===== src/vot_consts.vh =====
// constants for the video output timing and transfer block
`ifndef VOT_CONSTS_VH
`define VOT_CONSTS_VH
// register byte addresses
`define VOT_A_CTL 8'h00
`define VOT_A_FRAME 8'h04
`define VOT_A_LINE 8'h08
`define VOT_A_FIELD 8'h0C
`define VOT_A_LOCK 8'h10
`define VOT_A_DATA 8'h14
`define VOT_A_MSG 8'h18
`define VOT_A_MLEN 8'h1C
`define VOT_A_STAT 8'h20
`define VOT_A_IMG 8'h24
`define VOT_A_CSIZE 8'h28
`define VOT_A_OVW 8'h2C
// video_out_control bits
`define VOT_C_EN 0
`define VOT_C_MASTER 1
`define VOT_C_XLOCK 2
`define VOT_C_POL 3
`define VOT_C_FSYNC 4
`define VOT_C_SSTRM 5
`define VOT_C_RUN 10
`define VOT_C_MODE_HI 9
`define VOT_C_MODE_LO 8
// modes
`define VOT_M_REFRESH 2'h0
`define VOT_M_STREAM 2'h1
`define VOT_M_MSG 2'h2
// status bits
`define VOT_S_EMPTY 0
`define VOT_S_BWERR 1
`define VOT_S_RESYNC 2
`define VOT_S_FULL 3
`define VOT_S_LOCKED 4
`define VOT_S_FIELD 5
// reset values
`define VOT_R_CTL 11'h000
`define VOT_R_LTOT 10'h20D
`define VOT_R_PRESET 10'h002
`define VOT_R_PTOT 12'h6B4
`define VOT_R_ACT 12'h114
`define VOT_R_F2 10'h10A
`define VOT_R_LOCK 16'h0000
// sync code bytes
`define VOT_PRE0 8'hFF
`define VOT_PRE1 8'h00
`define VOT_BLK_C 8'h80
`define VOT_BLK_Y 8'h10
`endif


===== src/vot_video_out.v =====
// video output unit: sync timing, external lock and byte transfer control
`timescale 1ns/1ps
`include "vot_consts.vh"
module vot_video_out #(
  parameter MSG_DEPTH = 16,
  parameter MSG_AW = 4
) (
  input wire i_ref_clk, // 25 MHz block clock
  input wire i_rst, // synchronous reset, high
  input wire [7:0] i_addr, // register byte address
  input wire [31:0] i_wdata, // register write data
  input wire i_wr, // write strobe
  input wire i_rd, // read strobe
  output reg [31:0] o_rdata, // read data, cycle after strobe
  input wire i_video_clk, // video output clock, sampled
  input wire i_frame_pin_i, // frame timing pin level in
  output reg o_frame_pin_o, // frame timing pin drive
  output reg o_frame_pin_oe, // frame timing pin enable
  output reg o_line_pin, // line timing pin
  output reg [7:0] o_byte, // video byte bus
  output reg o_msg_done // first buffer empty, to host
);
  localparam D_IDLE = 2'h0;
  localparam D_START = 2'h1;
  localparam D_SEND = 2'h2;
  localparam D_END = 2'h3;

  // protected sync code: 1 F V H P3 P2 P1 P0
  function [7:0] vot_xy;
    input f;
    input v;
    input h;
    begin
      vot_xy = {1'b1, f, v, h, v ^ h, f ^ h, f ^ v, f ^ v ^ h};
    end
  endfunction

  // bytes in one chroma plane, 4:2:0 halves the lines too
  function [31:0] vot_chroma;
    input [11:0] w;
    input [11:0] h;
    input is420;
    begin
      if (is420)
        vot_chroma = {21'h000000, w[11:1]} * {21'h000000, h[11:1]};
      else
        vot_chroma = {21'h000000, w[11:1]} * {20'h00000, h};
    end
  endfunction

  reg vclk_s1, vclk_s2, vclk_s3;
  reg fp_s1, fp_s2, fp_s3;
  reg [10:0] ctl;
  reg [9:0] ltot, preset, f2_start;
  reg [11:0] ptot, act;
  reg [15:0] lock_dly, dcnt;
  reg [11:0] img_w, img_h, ov_w;
  reg img_420;
  reg [7:0] hold;
  reg hold_full;
  reg [7:0] msg_mem [0:MSG_DEPTH-1];
  reg [MSG_AW-1:0] wr_idx, rd_idx;
  reg [MSG_AW:0] msg_len;
  reg [11:0] pix;
  reg [9:0] line;
  reg field;
  reg pending, locked, resync, bw_err, empty;
  reg [1:0] dstate;
  reg [7:0] next_byte;

  wire en = ctl[`VOT_C_EN];
  wire master = ctl[`VOT_C_MASTER];
  wire [1:0] mode = ctl[`VOT_C_MODE_HI:`VOT_C_MODE_LO];
  wire run = ctl[`VOT_C_RUN];
  wire refresh = en && (mode == `VOT_M_REFRESH);
  wire xlock = refresh && !master && ctl[`VOT_C_XLOCK];
  // one-cycle enable at each rising edge of the video clock
  wire ven = vclk_s2 && !vclk_s3;
  wire fedge = ctl[`VOT_C_POL] ? (fp_s2 && !fp_s3) :
    (!fp_s2 && fp_s3);
  wire pix_end = (pix == ptot - 12'h001);
  wire [11:0] pix_nx = pix_end ? 12'h000 : pix + 12'h001;
  wire [9:0] line_nx = !pix_end ? line :
    ((line >= ltot) ? 10'h001 : line + 10'h001);
  wire fire = xlock && pending && ven && (dcnt == 16'h0000);
  wire predicted = locked && (pix_nx == 12'h000) && (line_nx == preset);
  wire cur_field = (line >= f2_start);
  wire in_blank = (pix < act);
  wire [7:0] stat = {2'b00, field, locked, hold_full, resync, bw_err, empty};

  // sync-code and blanking byte for the current position
  always @* begin
    next_byte = pix[0] ? `VOT_BLK_Y : `VOT_BLK_C;
    if (pix < 12'h004 || (pix >= act - 12'h004 && pix < act)) begin
      case (pix[1:0])
        2'h0: next_byte = `VOT_PRE0;
        2'h3: next_byte = vot_xy(cur_field, 1'b0, pix < 12'h004);
        default: next_byte = `VOT_PRE1;
      endcase
    end
  end

  always @(posedge i_ref_clk) begin
    if (i_rst) begin
      vclk_s1 <= 1'b0;
      vclk_s2 <= 1'b0;
      vclk_s3 <= 1'b0;
      fp_s1 <= 1'b0;
      fp_s2 <= 1'b0;
      fp_s3 <= 1'b0;
    end else begin
      vclk_s1 <= i_video_clk;
      vclk_s2 <= vclk_s1;
      vclk_s3 <= vclk_s2;
      fp_s1 <= i_frame_pin_i;
      fp_s2 <= fp_s1;
      fp_s3 <= fp_s2;
    end
  end

  always @(posedge i_ref_clk) begin
    if (i_rst) begin
      o_rdata <= 32'h00000000;
    end else if (i_rd) begin
      case (i_addr)
        `VOT_A_CTL: o_rdata <= {21'h000000, ctl};
        `VOT_A_FRAME: o_rdata <= {6'h00, preset, 6'h00, ltot};
        `VOT_A_LINE: o_rdata <= {4'h0, act, 4'h0, ptot};
        `VOT_A_FIELD: o_rdata <= {22'h000000, f2_start};
        `VOT_A_LOCK: o_rdata <= {16'h0000, lock_dly};
        `VOT_A_MLEN: o_rdata <= {{(31-MSG_AW){1'b0}}, msg_len};
        `VOT_A_STAT: o_rdata <= {6'h00, line, 8'h00, stat};
        `VOT_A_IMG: o_rdata <= {3'h0, img_420, img_h, 4'h0, img_w};
        `VOT_A_CSIZE: o_rdata <= vot_chroma(img_w, img_h, img_420);
        `VOT_A_OVW: o_rdata <= {18'h00000, ov_w, 2'h0};
        default: o_rdata <= 32'h00000000;
      endcase
    end else begin
      o_rdata <= 32'h00000000;
    end
  end

  always @(posedge i_ref_clk) begin
    if (i_rst) begin
      ctl <= `VOT_R_CTL;
      ltot <= `VOT_R_LTOT;
      preset <= `VOT_R_PRESET;
      ptot <= `VOT_R_PTOT;
      act <= `VOT_R_ACT;
      f2_start <= `VOT_R_F2;
      lock_dly <= `VOT_R_LOCK;
      dcnt <= 16'h0000;
      img_w <= 12'h000;
      img_h <= 12'h000;
      img_420 <= 1'b0;
      ov_w <= 12'h000;
      hold <= 8'h00;
      hold_full <= 1'b0;
      wr_idx <= {MSG_AW{1'b0}};
      rd_idx <= {MSG_AW{1'b0}};
      msg_len <= {(MSG_AW+1){1'b0}};
      pix <= 12'h000;
      line <= 10'h001;
      field <= 1'b0;
      pending <= 1'b0;
      locked <= 1'b0;
      resync <= 1'b0;
      bw_err <= 1'b0;
      empty <= 1'b0;
      dstate <= D_IDLE;
      o_frame_pin_o <= 1'b0;
      o_frame_pin_oe <= 1'b0;
      o_line_pin <= 1'b1;
      o_byte <= 8'h00;
      o_msg_done <= 1'b0;
    end else begin
      // frame pin is an input only in video refresh mode with the block not timing master
      o_frame_pin_oe <= !(refresh && !master);
      o_msg_done <= empty;
      if (!refresh) begin
        pix <= 12'h000;
        line <= 10'h001;
        pending <= 1'b0;
        locked <= 1'b0;
      end
      if (!en) begin
        o_line_pin <= 1'b1;
        o_frame_pin_o <= 1'b0;
        o_byte <= 8'h00;
        dstate <= D_IDLE;
      end
      if (!xlock) begin
        pending <= 1'b0;
        locked <= 1'b0;
      end else if (fedge) begin
        pending <= 1'b1;
        dcnt <= lock_dly;
      end else if (ven && pending && dcnt != 16'h0000) begin
        dcnt <= dcnt - 16'h0001;
      end
      // video refresh: free run, or realign on a delayed frame edge
      if (refresh && ven) begin
        o_byte <= next_byte;
        o_line_pin <= !in_blank;
        if (pix == 12'h000)
          field <= cur_field;
        if (master && ctl[`VOT_C_FSYNC])
          o_frame_pin_o <= (pix == 12'h000) ? cur_field : field;
        else if (master)
          o_frame_pin_o <= (line == 10'h001);
        else
          o_frame_pin_o <= 1'b0;
        if (fire) begin
          pending <= 1'b0;
          locked <= 1'b1;
          pix <= 12'h000;
          line <= preset;
          if (!predicted)
            resync <= 1'b1;
        end else begin
          pix <= pix_nx;
          line <= line_nx;
        end
      end
      // data transfer modes, one byte per video clock
      if (en && mode == `VOT_M_STREAM && ven) begin
        case (dstate)
          D_IDLE: begin
            o_line_pin <= 1'b0;
            o_frame_pin_o <= 1'b0;
            if (run && hold_full) begin
              o_line_pin <= 1'b1;
              dstate <= D_START;
            end
          end
          D_START: begin
            o_line_pin <= 1'b0;
            o_byte <= hold;
            hold_full <= 1'b0;
            o_frame_pin_o <= ctl[`VOT_C_SSTRM];
            dstate <= D_SEND;
          end
          D_SEND: begin
            if (!run) begin
              o_frame_pin_o <= 1'b0;
              dstate <= D_IDLE;
            end else if (hold_full) begin
              o_byte <= hold;
              hold_full <= 1'b0;
            end else begin
              bw_err <= 1'b1;
              o_frame_pin_o <= 1'b0;
              dstate <= D_IDLE;
            end
          end
          default: dstate <= D_IDLE;
        endcase
      end
      if (en && mode == `VOT_M_MSG && ven) begin
        case (dstate)
          D_IDLE: begin
            o_line_pin <= 1'b0;
            o_frame_pin_o <= 1'b0;
            rd_idx <= {MSG_AW{1'b0}};
            if (run) begin
              o_line_pin <= 1'b1;
              dstate <= D_START;
            end
          end
          D_START: begin
            o_line_pin <= 1'b0;
            dstate <= (msg_len == {(MSG_AW+1){1'b0}}) ? D_END : D_SEND;
          end
          D_SEND: begin
            o_byte <= msg_mem[rd_idx];
            rd_idx <= rd_idx + {{(MSG_AW-1){1'b0}}, 1'b1};
            if ({1'b0, rd_idx} + {{MSG_AW{1'b0}}, 1'b1} >= msg_len)
              dstate <= D_END;
          end
          D_END: begin
            o_frame_pin_o <= 1'b1;
            ctl[`VOT_C_RUN] <= 1'b0;
            dstate <= D_IDLE;
          end
          default: dstate <= D_IDLE;
        endcase
      end
      // software writes come after hardware clears so a new run wins
      if (i_wr) begin
        case (i_addr)
          `VOT_A_CTL: ctl <= i_wdata[10:0];
          `VOT_A_FRAME: begin
            ltot <= i_wdata[9:0];
            preset <= i_wdata[25:16];
          end
          `VOT_A_LINE: begin
            ptot <= i_wdata[11:0];
            act <= i_wdata[27:16];
          end
          `VOT_A_FIELD: f2_start <= i_wdata[9:0];
          `VOT_A_LOCK: lock_dly <= i_wdata[15:0];
          `VOT_A_DATA: begin
            hold <= i_wdata[7:0];
            hold_full <= 1'b1;
          end
          `VOT_A_MSG: begin
            msg_mem[wr_idx] <= i_wdata[7:0];
            wr_idx <= wr_idx + {{(MSG_AW-1){1'b0}}, 1'b1};
          end
          `VOT_A_MLEN: begin
            msg_len <= i_wdata[MSG_AW:0];
            wr_idx <= {MSG_AW{1'b0}};
          end
          `VOT_A_STAT: begin
            if (i_wdata[`VOT_S_EMPTY])
              empty <= 1'b0;
            if (i_wdata[`VOT_S_BWERR])
              bw_err <= 1'b0;
            if (i_wdata[`VOT_S_RESYNC])
              resync <= 1'b0;
          end
          `VOT_A_IMG: begin
            img_w <= i_wdata[11:0];
            img_h <= i_wdata[27:16];
            img_420 <= i_wdata[28];
          end
          `VOT_A_OVW: ov_w <= i_wdata[12:1];
          default: ;
        endcase
      end
      // hardware sets after the software clear, so the set wins
      if (en && mode == `VOT_M_MSG && ven && dstate == D_END)
        empty <= 1'b1;
      if (en && mode == `VOT_M_STREAM && ven && dstate == D_SEND &&
          run && !hold_full)
        bw_err <= 1'b1;
      if (fire && !predicted)
        resync <= 1'b1;
      if (i_wr && i_addr == `VOT_A_DATA)
        hold_full <= 1'b1;
    end
  end
endmodule


===== config.mk =====
export PLATFORM = sky130hd
export DESIGN_NAME = vot_video_out
export DESIGN_NICKNAME = d
export VERILOG_FILES = /design/src/vot_video_out.v
export VERILOG_INCLUDE_DIRS = /design/src
export SDC_FILE = /design/constraint.sdc
export NUM_CORES = 1
export LEC_CHECK = 0
export ABC_AREA = 1
export BUFFER_PORTS_ARGS = -buffer_cell sky130_fd_sc_hd__clkbuf_2
export CAP_MARGIN = 5
export CORE_ASPECT_RATIO = 1.25
export CORE_MARGIN = 3
export CORE_UTILIZATION = 38
export CTS_CLUSTER_SIZE = 8
export DETAILED_ROUTE_END_ITERATION = 8
export PLACE_DENSITY = 0.58
export SETUP_SLACK_MARGIN = 0.02
export SYNTH_ARGS = -nofsm -noshare
export SYNTH_HDL_FRONTEND = slang
export SYNTH_SLANG_ARGS = --single-unit

===== constraint.sdc =====
create_clock -name i_ref_clk -period 5.9 [get_ports i_ref_clk]
set_input_delay 1.18 -clock i_ref_clk [delete_from_list [all_inputs] [get_ports i_ref_clk]]
set_output_delay 1.18 -clock i_ref_clk [all_outputs]
set_load 0.005 [all_outputs]

==> flow_summary.json, run 1 <==
{
  "status": "completed",
  "place.gp.congestion": 0.956,
  "cts_tree": "built",
  "drt_iter0_markers": 1810,
  "placed_area_sq_um": 26900,
  "criticalPathCategory": "register to register",
  "maxCapViolCount": 0,
  "port_buffers": 83,
  "ys_seq_area_frac": 0.338,
  "top_layer": "met4",
  "yosysWarnings": 0,
  "wl_met2_mm": 39.0,
  "grt_util_all_layers": 0.228,
  "skew_ps": 27.7,
  "totalPowerFinal_mw": 5.64,
  "synthTopCellsByArea": "dfxtp_1 19%, edfxtp_1 15%, fa_1 13%",
  "route.met3.wl_mm": 4.50,
  "final_nets": 3589,
  "cts_buffers": 53,
  "hold_path_class": "register to register",
  "start_kind": "register",
  "m1WireLength_mm": 34.3,
  "syn_area_sq_um": 25400,
  "synthTopCellsByCount": "553 x inv_1, 516 x nand2_1, 247 x a21oi_1, 237 x dfxtp_1, 229 x nor2_1",
  "clk_latency_ps": 620,
  "dpl_worst_slack_ps": 317,
  "min_period_over_period": 0.945,
  "route.detailed.drc": 0,
  "start_util": 0.386,
  "rows": 105,
  "avgViaCountPerCell": 5.31,
  "hpwl_mm": 61.0,
  "io_pins": 90,
  "ys.flop_type": "dfxtp_1",
  "power.leakage_nw": 13.0,
  "grt_start_max_net_pins": 76,
  "timing.fmax_mhz": 179,
  "cts_hold_buf": 0,
  "vias": 21700,
  "hold_ws_ps": 398,
  "grt.overflow.total": 0,
  "cp-end-kind": "register",
  "ys_async_sr_fraction": 0,
  "drtPass1Iterations": 6,
  "vdd_drop_max_mv": 0.238,
  "cp_max_fo": 10,
  "required_ps": 6380,
  "grt_pass1_vias": 21200,
  "path_clk_slew_ps": 60,
  "drt-wirelength-per-cell_um": 19.8,
  "drtAntennaViolNets": 0,
  "fin_setup_tns_ps": 0,
  "numClockSinks": 365,
  "cp_data_arrival_time_ps": 6060,
  "rsz0062_at_grt": "no",
  "synth.top_cell.area_share": 0.187,
  "fp.dieH_um": 295,
  "antenna_found_initial": 1,
  "ctsLongestPathBuffers": 3,
  "slew_headroom": 0.305,
  "worst_slack_ps": 325,
  "drive_gt1_frac": 0.0760,
  "core_sq_um": 66000,
  "synth_cell_type_count": 60,
  "hold_viol": 0,
  "tightest_slew_ps": 1040,
  "synth_area_per_cell_sq_um": 8.14,
  "finalCriticalPeriod_ps": 5580,
  "drt-total-wl_mm": 80.8,
  "drv_slew": 0,
  "syn_inst": 3125,
  "areaGrowthSynthToFinish_pct": 11.8,
  "synth_top_area_cell": "dfxtp_1",
  "synth.most_common_cell": "inv_1",
  "dieArea_sq_um": 70100,
  "die_w_um": 237,
  "finalSetupViolCount": 0,
  "grt_pass1_wl_mm": 123,
  "finish.instance_area_sq_um": 28400,
  "synth_edf_count": 128,
  "ctsRootBufferMaster": "clkbuf_16",
  "cts.htree.levels": 2,
  "synth_seq_cells": 365,
  "powerDensity_nw_per_um2": 198
}
## final cells by class
cell class                      instances  area (sq um)
Clock buffer                           75          1430
Fill cell                            6653         37500
Multi-Input combinational cell       2075         14200
Tap cell                              856          1070
Timing Repair Buffer                  136           826
Inverter                              568          2130
Sequential cell                       365          8600
Clock inverter                          6           124
Antenna cell                            3          7.51
## layer usage
metal	global-route usage	vias to the layer above
li1	-	10400
met1	0.294	10400
met2	0.396	694
met3	0.0268	153
met4	0.0831	0
met5	0	-
## power by group
group | leakage (nW) | internal (mW) | switching (mW)
registers | 3.07 | 2.61 | 0.00301
logic | 9.17 | 0.0262 | 0.102
clock network | 0.742 | 1.71 | 1.18
## cell usage in the layout (no fill, tap or decap), drive strengths merged, types with 5 or more instances in the layout
cell type,synthesis,routed
nor2,239,239
ha,183,183
a211oi,6,6
o21ai,230,230
nand3b,6,6
a21oi,248,248
a31oi,14,14
o22ai,49,49
nor4,10,10
clkbuf,103,158
inv,560,562
o31ai,7,7
xor2,37,37
o32ai,7,7
buf,16,53
o211ai,23,23
xnor2,13,13
clkinv,8,10
mux2i,26,26
dfxtp,237,237
o21a,15,15
nor3,28,28
nand3,128,128
nand2,518,518
or2,7,7
fa,161,161
and2,5,5
o21bai,9,9
a221oi,24,24
o221ai,28,28
nand4,30,30
edfxtp,128,128
## cell families (layout without fill, tap and decap cells)
group / Yosys count / count (layout) / synth area share
buffers and inverters: 687 / 785 / 0.102
muxes: 26 / 26 / 0.0102
and+or+nand+nor: 972 / 972 / 0.161
DFF: 365 / 365 / 0.338
AOI/OAI and AO/OA: 680 / 680 / 0.155
adders and majority gates: 344 / 344 / 0.217
xor gates and xnor gates: 50 / 50 / 0.0172
other: 1 / 6 / 0.000147
## flip-flops by register name, indices dropped and copies added, names as in the netlist, 5 cells and up, named ones only
register	cells
lock_dly	16
o_rdata	29
ov_w	12
preset	10
f2_start	10
ptot	12
hold	8
ltot	10
dcnt	16
pix	12
line	10
msg_len	5
img_w	12
act	12
msg_mem	128
ctl	11
o_byte	8
img_h	12
## stage by stage
step / util / std cells
global placement: 0.407 / 4000
finish: 0.431 / 4084
detailed placement: 0.407 / 4000
global route: 0.431 / 4081
floorplan: - / 3127
CTS: 0.431 / 4081
## final timing paths
kind                                       startpoint                     end  slack, ps  cells past startpoint
worst max-delay path            img_h[2]$_SDFFE_PP0P_  o_rdata[17]$_SDFF_PP0_        320                     21
worst min-delay path                 fp_s1$_SDFF_PP0_        fp_s2$_SDFF_PP0_        400                      2
worst max register to register  img_h[2]$_SDFFE_PP0P_  o_rdata[17]$_SDFF_PP0_        320                     21
worst min register to register       fp_s1$_SDFF_PP0_        fp_s2$_SDFF_PP0_        400                      2
## repair_timing
action                                  CTS  global route
buffers inserted                          0             0
endpoints found under the setup margin    0             3
endpoints found under the hold margin     0             0
gates resized for setup                   0            10
## critical path, cell delays in order (launching register included)
cell and delay, ps:
dfxtp_1 760, nand2_1 210, fa_1 570, inv_1 50
ha_1 160, inv_1 70, fa_1 440, fa_1 560
inv_1 50, fa_1 440, ha_1 360, a21oi_1 210
o21ai_0 170, a21oi_1 200, inv_1 100, a21oi_1 300
o21bai_1 170, a21oi_1 140, o21ai_0 90, nand2_1 60
o21ai_0 80, a21oi_1 230
Note: power is estimated with default switching activity, not from simulation.
==> run 2: changes to the inputs <==
--- a/config.mk
+++ b/config.mk
@@ -14,7 +14,7 @@
 export CORE_UTILIZATION = 38
 export CTS_CLUSTER_SIZE = 8
 export DETAILED_ROUTE_END_ITERATION = 8
-export PLACE_DENSITY = 0.58
+export PLACE_DENSITY = 0.6
 export SETUP_SLACK_MARGIN = 0.02
 export SYNTH_ARGS = -nofsm -noshare
 export SYNTH_HDL_FRONTEND = slang
==> constraint.sdc (replaced) <==
create_clock -name i_ref_clk -period 4.9 [get_ports i_ref_clk]
set_input_delay 0.98 -clock i_ref_clk [delete_from_list [all_inputs] [get_ports i_ref_clk]]
set_output_delay 0.98 -clock i_ref_clk [all_outputs]
set_load 0.005 [all_outputs]
==> flow_summary.json, run 2 (synthesis gave the netlist of run 1 again) <==
{
  "power.leakage_nw": 14.4,
  "grt_pass1_vias": 21900,
  "p_sw_frac": 0.226,
  "grt_pass1_wl_mm": 126,
  "placed_area_sq_um": 28400,
  "ctsRootBufferMaster": "clkbuf_16",
  "cp-end-kind": "register",
  "regArea_sq_um": 8640,
  "totalPowerFinal_mw": 6.68,
  "path_clk_slew_ps": 50,
  "dpl_worst_slack_ps": -694,
  "drive_gt1_frac": 0.189,
  "start_kind": "register",
  "io_pins": 90,
  "cp_data_arrival_time_ps": 5670,
  "layout_common_cells": "527 x inv_1, 477 x nand2_1, 237 x buf_4, 220 x a21oi_1, 217 x nor2_1",
  "cts_buffers": 52,
  "p_sw_mw": 1.51,
  "rsz0062_at_grt": "yes",
  "finish.instance_area_sq_um": 31300,
  "multi_input_area_sq_um": 15200,
  "fin_cells": 4303,
  "fp.dieH_um": 295,
  "drt_iter0_markers": 1932,
  "required_ps": 5450,
  "violations": "negative setup slack",
  "hold_ws_ps": 399,
  "finalSetupViolCount": 13,
  "skew_ps": 50.2,
  "numClockSinks": 365,
  "powerDensity_nw_per_um2": 213,
  "vias": 22600,
  "p_clk_frac": 0.506,
  "criticalPathCategory": "register to register",
  "worst_slack_ps": -226,
  "die_w_um": 237,
  "dieArea_sq_um": 70100,
  "hold_path_class": "register to register",
  "drtAntennaViolNets": 0,
  "p_int_mw": 5.17,
  "ctsLongestPathBuffers": 3,
  "core_sq_um": 66000,
  "place.gp.congestion": 0.951,
  "avgViaCountPerCell": 5.25,
  "finalCriticalPeriod_ps": 5130,
  "place_inst": 4187,
  "top_register": "msg_mem",
  "port_buffers": 83,
  "largest_reg_flops": 128,
  "tightest_slew_ps": 869,
  "slew_headroom": 0.420,
  "grt.overflow.total": 0,
  "cts.htree.levels": 2,
  "fill_cells": 6330,
  "vdd_drop_max_mv": 0.264,
  "grt_start_max_net_pins": 65,
  "antenna_found_initial": 5,
  "clk_latency_ps": 620,
  "cp_max_fo": 5,
  "maxCapViolCount": 0,
  "p_comb_frac": 0.024,
  "top_regs": "msg_mem (128), o_rdata (29)",
  "status": "complete, but fails checks",
  "areaGrowthSynthToFinish_pct": 23.2,
  "rows": 105,
  "min_period_over_period": 1.05,
  "drt-total-wl_mm": 83.0,
  "final_common_cell": "inv_1",
  "cts_tree": "built",
  "start_util": 0.386,
  "grt_util_all_layers": 0.233,
  "hpwl_mm": 62.7,
  "drtPass1Iterations": 7,
  "hold_viol": 0,
  "drt-wirelength-per-cell_um": 19.3,
  "final_nets": 3812,
  "route.detailed.drc": 0,
  "drv_slew": 0,
  "timing.fmax_mhz": 195,
  "seq_power_share": 0.470
}
[run 2: changes by cell type in the layout (fill, tap and decap cells not counted), sizes merged]
cell	previous run	this run
buf	53	277
clkbuf	158	154
clkinv	10	11
clkinvlp	1	0
inv	562	561
[run 2: per-layer routing]
| layer | global-route usage | wire length (um) | part of all wire |
|---|---|---|---|
| met1 | 0.295 | 33800 | 0.41 |
| met2 | 0.397 | 40000 | 0.48 |
| met3 | 0.0354 | 5380 | 0.065 |
| met4 | 0.101 | 3790 | 0.046 |
| met5 | 0 | 0 | 0 |
[run 2: metrics by stage]
stage,utilization,TNS (ps)
2_1_floorplan,-,0
3_3_place_gp,0.431,-6130
3_5_place_dp,0.431,-6090
4_1_cts,0.467,-1650
5_1_grt,0.475,-3660
6_report,0.475,-1200
[run 2: power groups by stage]
stage                     clock (mW)  sequential [mW]  combinational, mW
after floorplan                    0             3.20             0.0646
after global placement             0             3.21              0.154
after detailed placement           0             3.21              0.154
after CTS                       3.43             3.14              0.156
after global routing            3.56             3.14              0.170
final                           3.38             3.14              0.159
[run 2: path summary, 6_finish.rpt]
check                   startpoint  cells after the start  slack (ps)                     end
max          img_w[6]$_SDFFE_PP0P_                     24        -230  o_rdata[14]$_SDFF_PP0_
min               fp_s1$_SDFF_PP0_                      2         400        fp_s2$_SDFF_PP0_
max reg2reg  img_w[6]$_SDFFE_PP0P_                     24        -230  o_rdata[14]$_SDFF_PP0_
min reg2reg       fp_s1$_SDFF_PP0_                      2         400        fp_s2$_SDFF_PP0_
[run 2: critical path, cell delays in order (launching register included)]
cell	delay [ps]
dfxtp_4	370
buf_6	130
buf_6	130
nand2_2	80
buf_4	110
fa_2	220
inv_1	70
fa_1	520
inv_2	40
fa_1	550
inv_2	40
fa_1	480
inv_2	40
fa_1	530
inv_2	50
ha_4	230
a21oi_2	170
o211ai_1	140
a31oi_2	310
o21a_1	200
a21oi_1	60
o21ai_1	100
o211ai_1	130
a21oi_1	190
buf_4	160
[run 2: area by class of cell]
| type | count | area share |
|---|---|---|
| diodes | 3 | 0.000240 |
| clock buffers | 71 | 0.0441 |
| clock inverters | 5 | 0.00367 |
| inverters | 568 | 0.0681 |
| multi-input cells | 2075 | 0.484 |
| flip-flops and latches | 365 | 0.276 |
| well taps | 856 | 0.0342 |
| repair buffers | 360 | 0.0897 |
[run 2: what timing repair did]
action | 4_1_cts | 5_1_grt
pin swaps | 43 | 64
gates cloned | 1 | 0
endpoints found under the setup margin | 15 | 15
resized for setup | 170 | 128
hold buffers | 0 | 0
setup buffers | 22 | 16
==> run 3: changes to the inputs <==
--- a/config.mk
+++ b/config.mk
@@ -15,7 +15,7 @@
 export CTS_CLUSTER_SIZE = 8
 export DETAILED_ROUTE_END_ITERATION = 8
 export PLACE_DENSITY = 0.6
-export SETUP_SLACK_MARGIN = 0.02
+export SETUP_SLACK_MARGIN = 0.3
 export SYNTH_ARGS = -nofsm -noshare
 export SYNTH_HDL_FRONTEND = slang
 export SYNTH_SLANG_ARGS = --single-unit
==> flow_summary.json, run 3 (synthesis gave the netlist of run 1 again) <==
{
  "ctsLongestPathBuffers": 3,
  "worst_slack_ps": -156,
  "top_regs": "msg_mem (128), o_rdata (29)",
  "largest_reg_flops": 128,
  "place_inst": 4152,
  "powerDensity_nw_per_um2": 216,
  "grt_util_all_layers": 0.232,
  "start_kind": "register",
  "criticalPathCategory": "register to register",
  "vdd_drop_max_mv": 0.284,
  "rsz0062_at_grt": "yes",
  "skew_ps": 69.3,
  "fill_cells": 6403,
  "diodes": 0,
  "drtPass1Iterations": 6,
  "grt.overflow.total": 0,
  "grt_pass1_wl_mm": 126,
  "fin_setup_tns_ps": -1150,
  "cts_buffers": 53,
  "crit_path_frequent_cell": "fa_1",
  "totalPowerFinal_mw": 6.72,
  "hpwl_mm": 62.5,
  "numClockSinks": 365,
  "areaGrowthSynthToFinish_pct": 22.2,
  "path_clk_slew_ps": 50,
  "layout_common_cells": "516 x inv_1, 477 x nand2_1, 226 x a21oi_1, 219 x nor2_1, 217 x dfxtp_1",
  "maxCapViolCount": 0,
  "path_cells": "buf_6, nand2_1, fa_1, inv_2, fa_1, fa_1, fa_1, inv_2, fa_1, inv_2, ha_4, buf_6, nand2_4, nor2_4, inv_2, nor3_4, nand4_1, nand3_2, nand3_2, nand2_2, or2_4, nand3_2, a21oi_1",
  "start_util": 0.386,
  "slew_headroom": 0.359,
  "cp_data_arrival_time_ps": 5590,
  "tightest_slew_ps": 938,
  "drt-total-wl_mm": 82.3,
  "die_w_um": 237,
  "dieArea_sq_um": 70100,
  "cp_max_fo": 6,
  "status": "complete, but fails checks",
  "grt_start_max_net_pins": 79,
  "cp-end-kind": "register",
  "finalSetupViolCount": 12,
  "timing.fmax_mhz": 198,
  "rows": 105,
  "drtAntennaViolNets": 0,
  "cts.htree.levels": 2,
  "violations": "negative setup slack",
  "min_period_over_period": 1.03,
  "io_pins": 90,
  "final_nets": 3780,
  "route.detailed.drc": 0,
  "avgViaCountPerCell": 5.24,
  "final_common_cell": "inv_1",
  "antenna_found_initial": 1,
  "hold_ws_ps": 377,
  "grt_pass1_vias": 21800,
  "drv_slew": 0,
  "dpl_worst_slack_ps": -411,
  "hold_path_class": "register to register",
  "slowest_stage": "fa_1",
  "clk_latency_ps": 630,
  "critPathBufInv": 6,
  "fp.dieH_um": 295,
  "power.leakage_nw": 14.2,
  "required_ps": 5430,
  "critical_path.max_stage_delay_ps": 560,
  "port_buffers": 83,
  "place.gp.congestion": 0.937,
  "cts_tree": "built",
  "core_sq_um": 66000,
  "vias": 22400,
  "fin_cells": 4272,
  "ctsRootBufferMaster": "clkbuf_16",
  "drive_gt1_frac": 0.181,
  "hold_viol": 0,
  "top_register": "msg_mem",
  "crit_family": "adder cells",
  "drt-wirelength-per-cell_um": 19.3,
  "finalCriticalPeriod_ps": 5060,
  "drt_iter0_markers": 1434
}
-- run 3: cell types whose count changed in the layout (fill, tap and decap cells not counted), sizes merged --
cell | before | now
buf | 277 | 244
bufinv | 1 | 0
diode | 3 | 0
clkinvlp | 0 | 1
clkbuf | 154 | 158
clkinv | 11 | 12
-- run 3: tightest hold or removal path, delay by kind of cell (launching register included) --
family | cells | cell delay (ps)
flops | 1 | 290
buf+inv | 1 | 40
simple gates | 1 | 30
-- run 3: path summary, 6_finish.rpt --
path	depth (start not counted)	slack (ps)	to	startpoint
worst max register to register	23	-160	o_rdata[22]$_SDFF_PP0_	img_w[8]$_SDFFE_PP0P_
worst min register to register	2	380	vclk_s2$_SDFF_PP0_	vclk_s1$_SDFF_PP0_
worst min-delay path	2	380	vclk_s2$_SDFF_PP0_	vclk_s1$_SDFF_PP0_
worst max-delay path	23	-160	o_rdata[22]$_SDFF_PP0_	img_w[8]$_SDFFE_PP0P_
-- run 3: repair_timing --
item / 4_1_cts / 5_1_grt
pin swaps: 63 / 70
setup endpoints to repair: 15 / 17
hold buffers: 0 / 0
gates resized for setup: 147 / 91
buffers inserted: 17 / 21
cloned: 1 / 0
-- run 3: routing by layer --
metal,vias to the layer above,global-route usage,routed length [um],part of all wire
met5,-,0,0,0
met3,193,0.0272,4520,0.055
met1,10700,0.280,32300,0.39
li1,10800,-,-,-
met4,0,0.106,4090,0.050
met2,698,0.417,41400,0.50
-- run 3: layout make-up --
| type | instances | area, sq um | share of cell area |
|---|---|---|---|
| inverters | 568 | 2140 | 0.0688 |
| well taps | 856 | 1070 | 0.0345 |
| repair buffers | 327 | 2560 | 0.0824 |
| clock buffers | 75 | 1440 | 0.0463 |
| flip-flops and latches | 365 | 8640 | 0.278 |
| multi-input cells | 2075 | 15100 | 0.487 |
| clock inverters | 6 | 97.6 | 0.00314 |
-- run 3: per-stage QoR --
stage / area, sq um / util
finish: 31100 / 0.471
global route: 31100 / 0.471
CTS: 30600 / 0.463
detailed placement: 28300 / 0.430
global placement: 28300 / 0.430
floorplan: 25900 / -
-- run 3: power by group --
group	switching [mW]	internal [mW]	total [mW]
registers	0.00338	3.14	3.14
logic	0.126	0.0330	0.159
clock network	1.40	2.03	3.42
